### src/rtl/macrocell_map.vh
`ifndef MACROCELL_MAP_VH
`define MACROCELL_MAP_VH

// Cell counts
`define N_OUT          16
`define N_BURIED       8
`define N_PAGE         3
`define N_CELL         27

// Register offsets (byte addresses)
`define ADDR_MODE      8'h00
`define ADDR_INV_A     8'h04
`define ADDR_INV_B     8'h08
`define ADDR_OUT_POL   8'h0c
`define ADDR_OE_SEL    8'h10
`define ADDR_STATE     8'h14
`define ADDR_PAGE      8'h18

// Reset values
`define RST_MODE       27'h0000000
`define RST_INV        27'h0000000
`define RST_OUT_POL    16'h0000
`define RST_OE_SEL     32'hffffffff

// Output enable select codes
`define OE_SEL_TERM0   2'h0
`define OE_SEL_TERM1   2'h1
`define OE_SEL_TERM2   2'h2
`define OE_SEL_PIN     2'h3

// Field positions in the page register
`define PAGE_LSB       0
`define PAGE_MSB       2
`define PAGE_PIN_BIT   3

`endif

### src/rtl/macrocell_reg.v
`timescale 1ns/10ps
`default_nettype none

module macrocell_reg
(
  input  wire ref_clk,
  input  wire ce,
  input  wire glb_clr,
  input  wire data_with_enable_mode,
  input  wire inv_a,
  input  wire inv_b,
  input  wire a_term,
  input  wire b_term,
  output reg  state_q
);

  wire set_in;
  wire clr_in;
  reg  state_d;

  assign set_in = a_term ^ inv_a;
  assign clr_in = b_term ^ inv_b;

  always @*
  begin
    state_d = state_q;
    if (data_with_enable_mode)
    begin
      if (clr_in)
        state_d = set_in;
    end
    else
    begin
      case ({set_in, clr_in})
        2'h1:    state_d = 1'b0;
        2'h2:    state_d = 1'b1;
        2'h3:    state_d = ~state_q;
        default: state_d = state_q;
      endcase
    end
  end

  // Clear is a term of the array, not a pin, so it acts without the clock
  always @(posedge ref_clk or posedge glb_clr)
  begin
    if (glb_clr)
      state_q <= 1'b0;
    else if (ce)
      state_q <= state_d;
  end

endmodule // macrocell_reg

`default_nettype wire

### src/rtl/oe_select.v
`timescale 1ns/10ps
`default_nettype none

`include "macrocell_map.vh"

module oe_select
(
  input  wire [1:0] sel,
  input  wire [2:0] oe_terms,
  input  wire       oe_pin_n_sync,
  output reg        enable
);

  always @*
  begin
    case (sel)
      `OE_SEL_TERM0: enable = oe_terms[0];
      `OE_SEL_TERM1: enable = oe_terms[1];
      `OE_SEL_TERM2: enable = oe_terms[2];
      default:       enable = ~oe_pin_n_sync;
    endcase
  end

endmodule // oe_select

`default_nettype wire

### src/rtl/macrocell_array.v
// Design decisions made here: the placing of the registers and strobed register access.
`timescale 1ns/10ps
`default_nettype none

`include "macrocell_map.vh"

module macrocell_array
(
  input  wire        ref_clk,
  input  wire        rstn,
  input  wire        ce,
  input  wire        glb_clr,
  input  wire [26:0] a_terms,
  input  wire [26:0] b_terms,
  input  wire [2:0]  oe_terms,
  input  wire        oe_pin_n,
  input  wire [7:0]  addr,
  input  wire [31:0] wdata,
  input  wire        wr,
  input  wire        rd,
  output reg  [31:0] rdata,
  output wire [15:0] out_pin_o,
  output wire [15:0] out_pin_oe,
  output wire [15:0] io_fb,
  output wire [7:0]  buried_q,
  output wire [2:0]  page_sel,
  output wire [7:0]  page_active
);

  reg  [26:0] mode_q;
  reg  [26:0] inv_a_q;
  reg  [26:0] inv_b_q;
  reg  [15:0] out_pol_q;
  reg  [31:0] oe_sel_q;
  reg         oe_pin_meta_q;
  reg         oe_pin_sync_q;
  reg  [31:0] rdata_d;
  wire [26:0] cell_q;
  wire [15:0] oe_raw;
  reg  [15:0] pin_q;
  reg  [15:0] pin_oe_q;

  // Config registers; reset is synchronous and acts regardless of the enable; writes need ce
  always @(posedge ref_clk)
  begin
    if (!rstn)
    begin
      mode_q    <= `RST_MODE;
      inv_a_q   <= `RST_INV;
      inv_b_q   <= `RST_INV;
      out_pol_q <= `RST_OUT_POL;
      oe_sel_q  <= `RST_OE_SEL;
    end
    else if (ce && wr)
    begin
      case (addr)
        `ADDR_MODE:    mode_q    <= wdata[26:0];
        `ADDR_INV_A:   inv_a_q   <= wdata[26:0];
        `ADDR_INV_B:   inv_b_q   <= wdata[26:0];
        `ADDR_OUT_POL: out_pol_q <= wdata[15:0];
        `ADDR_OE_SEL:  oe_sel_q  <= wdata;
        default:       mode_q    <= mode_q;
      endcase
    end
  end

  // Pin comes from outside the clock domain: two flops before use
  always @(posedge ref_clk)
  begin
    if (!rstn)
    begin
      oe_pin_meta_q <= 1'b1;
      oe_pin_sync_q <= 1'b1;
    end
    else if (ce)
    begin
      oe_pin_meta_q <= oe_pin_n;
      oe_pin_sync_q <= oe_pin_meta_q;
    end
  end

  always @*
  begin
    rdata_d = 32'h00000000;
    case (addr)
      `ADDR_MODE:    rdata_d = {5'h00, mode_q};
      `ADDR_INV_A:   rdata_d = {5'h00, inv_a_q};
      `ADDR_INV_B:   rdata_d = {5'h00, inv_b_q};
      `ADDR_OUT_POL: rdata_d = {16'h0000, out_pol_q};
      `ADDR_OE_SEL:  rdata_d = oe_sel_q;
      `ADDR_STATE:   rdata_d = {5'h00, cell_q};
      `ADDR_PAGE:    rdata_d = {28'h0000000, oe_pin_sync_q, cell_q[26:24]};
      default:       rdata_d = 32'h00000000;
    endcase
  end

  always @(posedge ref_clk)
  begin
    if (!rstn)
      rdata <= 32'h00000000;
    else if (ce)
      rdata <= rd ? rdata_d : 32'h00000000;
  end

  // Cells 0..15 output, 16..23 buried, 24..26 page; all the same cell
  genvar i;
  generate
    for (i = 0; i < `N_CELL; i = i + 1)
    begin : g_cell
      macrocell_reg u_cell
      (
        .ref_clk               (ref_clk),
        .ce                    (ce),
        .glb_clr               (glb_clr),
        .data_with_enable_mode (mode_q[i]),
        .inv_a                 (inv_a_q[i]),
        .inv_b                 (inv_b_q[i]),
        .a_term                (a_terms[i]),
        .b_term                (b_terms[i]),
        .state_q               (cell_q[i])
      );
    end
    for (i = 0; i < `N_OUT; i = i + 1)
    begin : g_oe
      oe_select u_oe
      (
        .sel           (oe_sel_q[2*i+1:2*i]),
        .oe_terms      (oe_terms),
        .oe_pin_n_sync (oe_pin_sync_q),
        .enable        (oe_raw[i])
      );
    end
  endgenerate

  // Pin data and enable registered so data outputs come from flops;
  // costs one cycle of pin latency against the cell state
  always @(posedge ref_clk)
  begin
    if (!rstn)
    begin
      pin_q    <= 16'h0000;
      pin_oe_q <= 16'h0000;
    end
    else if (ce)
    begin
      pin_q    <= cell_q[15:0] ^ out_pol_q;
      pin_oe_q <= oe_raw;
    end
  end

  assign out_pin_o  = pin_q;
  assign out_pin_oe = pin_oe_q;
  assign io_fb      = cell_q[15:0] ^ out_pol_q;
  assign buried_q   = cell_q[23:16];
  assign page_sel   = cell_q[26:24];
  assign page_active = 8'h01 << page_sel;

endmodule // macrocell_array

`default_nettype wire

### config.mk
export PLATFORM = sky130hd
export DESIGN_NAME = macrocell_array
export DESIGN_NICKNAME = d
export VERILOG_FILES = /design/src/rtl/macrocell_reg.v /design/src/rtl/oe_select.v /design/src/rtl/macrocell_array.v
export VERILOG_INCLUDE_DIRS = /design/src /design/src/rtl
export SDC_FILE = /design/constraint.sdc
export NUM_CORES = 1
export LEC_CHECK = 0
export ABC_AREA = 1
export BUFFER_PORTS_ARGS = -buffer_cell sky130_fd_sc_hd__buf_2
export CAP_MARGIN = 15
export CORE_MARGIN = 5
export CORE_UTILIZATION = 45
export CTS_BUF_LIST = sky130_fd_sc_hd__clkbuf_16
export CTS_CLUSTER_SIZE = 16
export DETAILED_ROUTE_END_ITERATION = 7
export GPL_TIMING_DRIVEN = 0
export PLACE_DENSITY = 0.67
export SETUP_SLACK_MARGIN = 0.1
export SYNTH_ARGS = -nofsm -noshare
export SYNTH_HDL_FRONTEND = slang
export SYNTH_SLANG_ARGS = --single-unit
### constraint.sdc
create_clock -name ref_clk -period 1.59 [get_ports ref_clk]
set_input_delay 0.159 -clock ref_clk [delete_from_list [all_inputs] [get_ports ref_clk]]
set_output_delay 0.159 -clock ref_clk [all_outputs]
set_load 0.01 [all_outputs]
**After elaboration in Yosys (flattened, before gate mapping)**

Index checks and enable logic that the tools add are counted.

- Equality and inequality tests: 146
- Shift operators: 1
- Mux-type cells: 99
- Bitwise operators: 83
- Reduce and logical (&&, ||, !) cells: 77

Operators with widths:

| cell | count |
|---|---|
| $pmux W32 S7 | 1 |
| $eq A2 B2 Y1 const B | 70 |
| $pmux W1 S3 | 43 |
| $reduce_bool A4 Y1 | 27 |
| $eq A2 B1 Y1 const B | 43 |
| $reduce_and A3 Y1 | 27 |
| $mux W1 | 54 |
| $ne A2 B1 Y1 const B | 27 |
| $xor A1 B1 Y1 | 54 |
| $logic_not A2 Y1 | 16 |
| $mux W32 | 1 |
| $not A1 Y1 | 28 |
| $eq A8 B5 Y1 const B | 3 |
| $eq A8 B4 Y1 const B | 2 |
| $xor A16 B16 Y16 | 1 |
| $reduce_and A2 Y1 | 5 |
| $eq A8 B3 Y1 const B | 1 |
| $logic_not A8 Y1 | 1 |
| $shl A1 B3 Y8 const A | 1 |
| $logic_and A1 B1 Y1 | 1 |

- Register bits after elaboration: 222
- Input port bits: 104
- Output and inout port bits: 99
- Word-level logic and storage cells: 443

**Longest topological paths before layout**

- Depth in word-level cells: 4
- Mapped depth: 11
- Gate-level depth less buffers: 9

**By module**

Synthesis repeated with hierarchy kept, for this count alone.

- Cells, all modules: 2226
- Area total of the unflattened synthesis: 13843.3 um^2

Modules (own cells, without submodules):

| module | instances | cells each | area an instance (um^2) | sequential area each (um^2) |
|---|---|---|---|---|
| macrocell_array | 1 | 1224 | 8623.3 | 3903.7 |
| macrocell_reg | 27 | 30 | 165.2 | 25.0 |
| oe_select | 16 | 12 | 47.5 | 0.0 |

**Worst setup path after synthesis**

Ideal clock, no wire load.

- Kind: input to register
- From: input addr[3]
- To: register oe_sel_q[0]
- Setup time: 0.138 ns
- Arrival time: 1.113 ns
- Data required time: 1.452 ns
- Slack: 0.339 ns
- Stages: 8
- Buffers on the path: 2
- Cells stage by stage: inv_1 -> nand2_1 -> nor2_8 -> nand2_2 -> nor2_2 -> buf_4 -> buf_2 -> o211ai_1

- Longest elaborated chain between the ends: 2

RTL lines:

| item | RTL line | RTL |
|---|---|---|
| start, declared | macrocell_array.v:17 | `input wire [7:0] addr,` |
| $eq A8 B5 Y1 | macrocell_array.v:56 | `case (addr)` |
| $reduce_and A2 Y1 (no source line) | n/a |  |
| end signal, assigned | macrocell_array.v:52 | `` oe_sel_q <= `RST_OE_SEL; `` |
| end signal, assigned | macrocell_array.v:61 | `` `ADDR_OE_SEL: oe_sel_q <= wdata; `` |
| end, declared | macrocell_array.v:34 | `reg [31:0] oe_sel_q;` |

No other way between the ends.
A chain may end at the register's enable or synchronous reset.

**Worst setup path in the final report**

- From: register g_cell[26].u_cell.state_q
- To: output page_active[0]

- Longest elaborated chain between the ends: 1

RTL lines:

| item | RTL line | RTL |
|---|---|---|
| start, declared | macrocell_reg.v:14 | `output reg state_q` |
| start signal, assigned | macrocell_reg.v:49 | `state_q <= state_d;` |
| $shl A1 B3 Y8 | macrocell_array.v:156 | `assign page_active = 8'h01 << page_sel;` |
| end, declared | macrocell_array.v:27 | `output wire [7:0] page_active` |

No other way between the ends.

==> metrics.yaml <==
global_routing:
  grtUsageMet1_pct: 36.7
  grt_overflow: 0
  grt_pass1_vias: 10900
  grt_max_degree: 28
  track_usage_pct: 27.3
  use_met3_pct: 4.78
  antenna_found_initial: 0
  use_met2_pct: 44.2
  grt_first_pass_wirelength_um: 60500
  grt_busiest_layer: "met2"
sta:
  timing.final.max_slew_violations: 0
  worst_slack_ns: -0.0111
  min_period_ns: 1.60
  timing.slew.headroom_pct: 40.2
  setup_viol: 1
  maxClockFrequency_mhz: 625
  period_share_pct: 101
  worst_slew_pin_slew_ns: 0.898
  hold_ws_ns: 0.00212
  fin_skew_ns: 0.0170
  rsz0062_at_grt: "yes"
  hold_viol_final: 0
routing:
  drc: 0
  wl_per_cell_um: 18.3
  ant_nets: 0
  num_vias: 11500
  vias_per_cell: 5.31
  drt_iter0_markers: 981
  drt-total-wl_um: 39500
  dr.pass1.iters: 6
floorplanning:
  initial_core_util_pct: 45.3
  die_x_um: 166
  row_count: 57
  design.core.area_sq_mm: 0.0241
  dieArea_sq_mm: 0.0275
  ioPinCount: 203
  fp.dieH_um: 166
clocking:
  cts.sinks: 222
  clk_latency_ns: 0.53
  clk_pin_slew_ns: 0.06
  htreeDepth: 1
  cts_made_buffers: 25
  cts_buffer_depth: 3
  tritoncts: "yes"
  clk_root_buffer_cell: "clkbuf_16"
power_and_ir_drop:
  switchingPower_mw: 3.52
  max-vdd-ir-drop_mv: 0.668
  total_power_mw: 12.9
  internal_power_mw: 9.43
  p_leak_nw: 6.55
  pwr-share-clk_pct: 41.3
  seq_power_share_pct: 45.8
  pwr-share-comb_pct: 12.8
  swShare_pct: 27.2
  p_per_area_mw_per_mm2: 939
placement:
  io_buffer_count: 199
  dpl.hpwl_um: 28700
  dpl.cell_count: 2065
  place.gp.congestion: 0.940
synth:
  syn-num-nets: 1646
  seq_area_frac_synth_pct: 42.0
  ys_ff_latch: 222
  netlist_instances: 1542
  syn_avg_cell_area_sq_um: 7.08
  synth_ff_type: "dfxtp_1"
  synth_edf_count: 0
  netlist_area_sq_mm: 0.0109
  yosysWarnings: 0
  async_reset_ff_share_pct: 12.2
  synth_cell_types: 30
run_status:
  run_status: "finished with violations"
  violations: "setup timing"
worst_setup_path:
  crit_arrival_ns: 1.44
  critPathMaxFanout: 6
  end_kind: "output port"
  startpoint_type: "flip-flop"
  path_class: "flip-flop to output port"
  cp.required_ns: 1.43
finish:
  n_antenna_cell: 0
  area_delta_synth_final_pct: 26.4
  nNetsFinal: 1925
  drive_gt1_share_pct: 19.7
  layout_commonest_cell: "nor2_1"
  mostFrequentLayoutCells: "268 x nor2_1, 230 x buf_2, 226 x nand2_1"
  stdcell_count: 2164
worst_hold_path:
  hold_path.class: "input pin to flip-flop"
run:
  max_cap_violations: 0
## logic make-up (layout without fill, tap and decap cells)
group	count (synthesis)	after routing	share of synthesized area, %
AOI/OAI and AO/OA	384	384	19.0
and+or+nand+nor	643	643	24.7
xor gates and xnor gates	70	70	5.62
DFF	222	222	42.0
buffers and inverters	223	521	8.70
## cells in the mapped netlist (17+ instances only)
cell type  count  area share [%]
a21oi_1      131             6.0
buf_2         33             1.5
buf_4         17             1.2
clkbuf_1      46             1.6
dfrtp_1       27             6.2
dfxtp_1      195              36
inv_1        114             3.9
nand2_1      227             7.8
nand3_1      121             5.5
nor2_1       268             9.2
o211ai_1      24             1.7
o21ai_0      183             8.4
o21ai_1       20            0.92
o311ai_0      21             1.7
xnor2_1       27             2.2
xor2_1        43             3.5
## worst paths after layout
check                      slack [ns]                                   from  depth (start not counted)                                    end
max in group asynchronous        0.66                                glb_clr                          3  g_cell[26].u_cell.state_q$_DFFE_PP0P_
max                             -0.01  g_cell[26].u_cell.state_q$_DFFE_PP0P_                          3                         page_active[0]
min in group asynchronous        0.33                                glb_clr                          3  g_cell[11].u_cell.state_q$_DFFE_PP0P_
min                             0.002                            a_terms[14]                          4  g_cell[14].u_cell.state_q$_DFFE_PP0P_
max reg2reg                      0.16             oe_pin_sync_q$_SDFFE_PN1P_                          4             out_pin_oe[8]$_SDFFE_PN0P_
min reg2reg                      0.46             oe_pin_meta_q$_SDFFE_PN1P_                          2             oe_pin_meta_q$_SDFFE_PN1P_
## metal layers
metal,share of wire (%),up-vias
li1,-,5603
met4,3.5,0
met2,45,545
met5,0,-
met1,42,5250
met3,9.1,97
## through the flow
| step | setup TNS [ns] | instance area, sq um | setup WS (ns) | utilization (%) |
|---|---|---|---|---|
| after floorplan | 0 | 10900 | 0.339 | - |
| after global placement | -16.46 | 12300 | -0.259 | 51.1 |
| after detailed placement | -18.89 | 12300 | -0.289 | 51.1 |
| after CTS | 0 | 13700 | 0.0369 | 56.6 |
| after global routing | -0.137 | 13800 | -0.0462 | 57.2 |
| final | -0.0111 | 13800 | -0.0111 | 57.2 |
## final cells by class
type	count	area, sq um
well taps	324	405
flip-flops and latches	222	4590
clock buffers	25	626
clock inverters	21	119
repair buffers	253	1540
multi-input cells	1097	5560
plain buffers	99	494
inverters	123	467
fillers	2366	10300
## registers in the layout (all words and copies together), names as in the netlist
register               flops
out_pin_o                 16
out_pol_q                 16
inv_a_q                   27
g_cell.u_cell.state_q     27
oe_pin_sync_q              1
mode_q                    27
rdata                     32
out_pin_oe                16
oe_pin_meta_q              1
oe_sel_q                  32
inv_b_q                   27
## power by group through the flow
stage / sequential, mW / clock, mW / combinational (mW)
global route: 5.95 / 5.65 / 1.80
finish: 5.93 / 5.35 / 1.66
floorplan: 5.99 / 0 / 0.745
detailed placement: 6.01 / 0 / 1.42
CTS: 5.91 / 5.40 / 1.57
global placement: 6.01 / 0 / 1.41
## critical path, stage by stage (launching register included)
cell	delay, ns
dfrtp_2	0.43
buf_12	0.14
nor3_4	0.19
buf_2	0.16
## what timing repair did
action,4_1_cts,5_1_grt
resized for setup,25,25
endpoints found under the setup margin,33,31
hold buffers,42,0
pin swaps,5,1
endpoints found under the hold margin,138,0
setup buffers,5,7
Note: power is estimated with default switching activity, not from simulation.
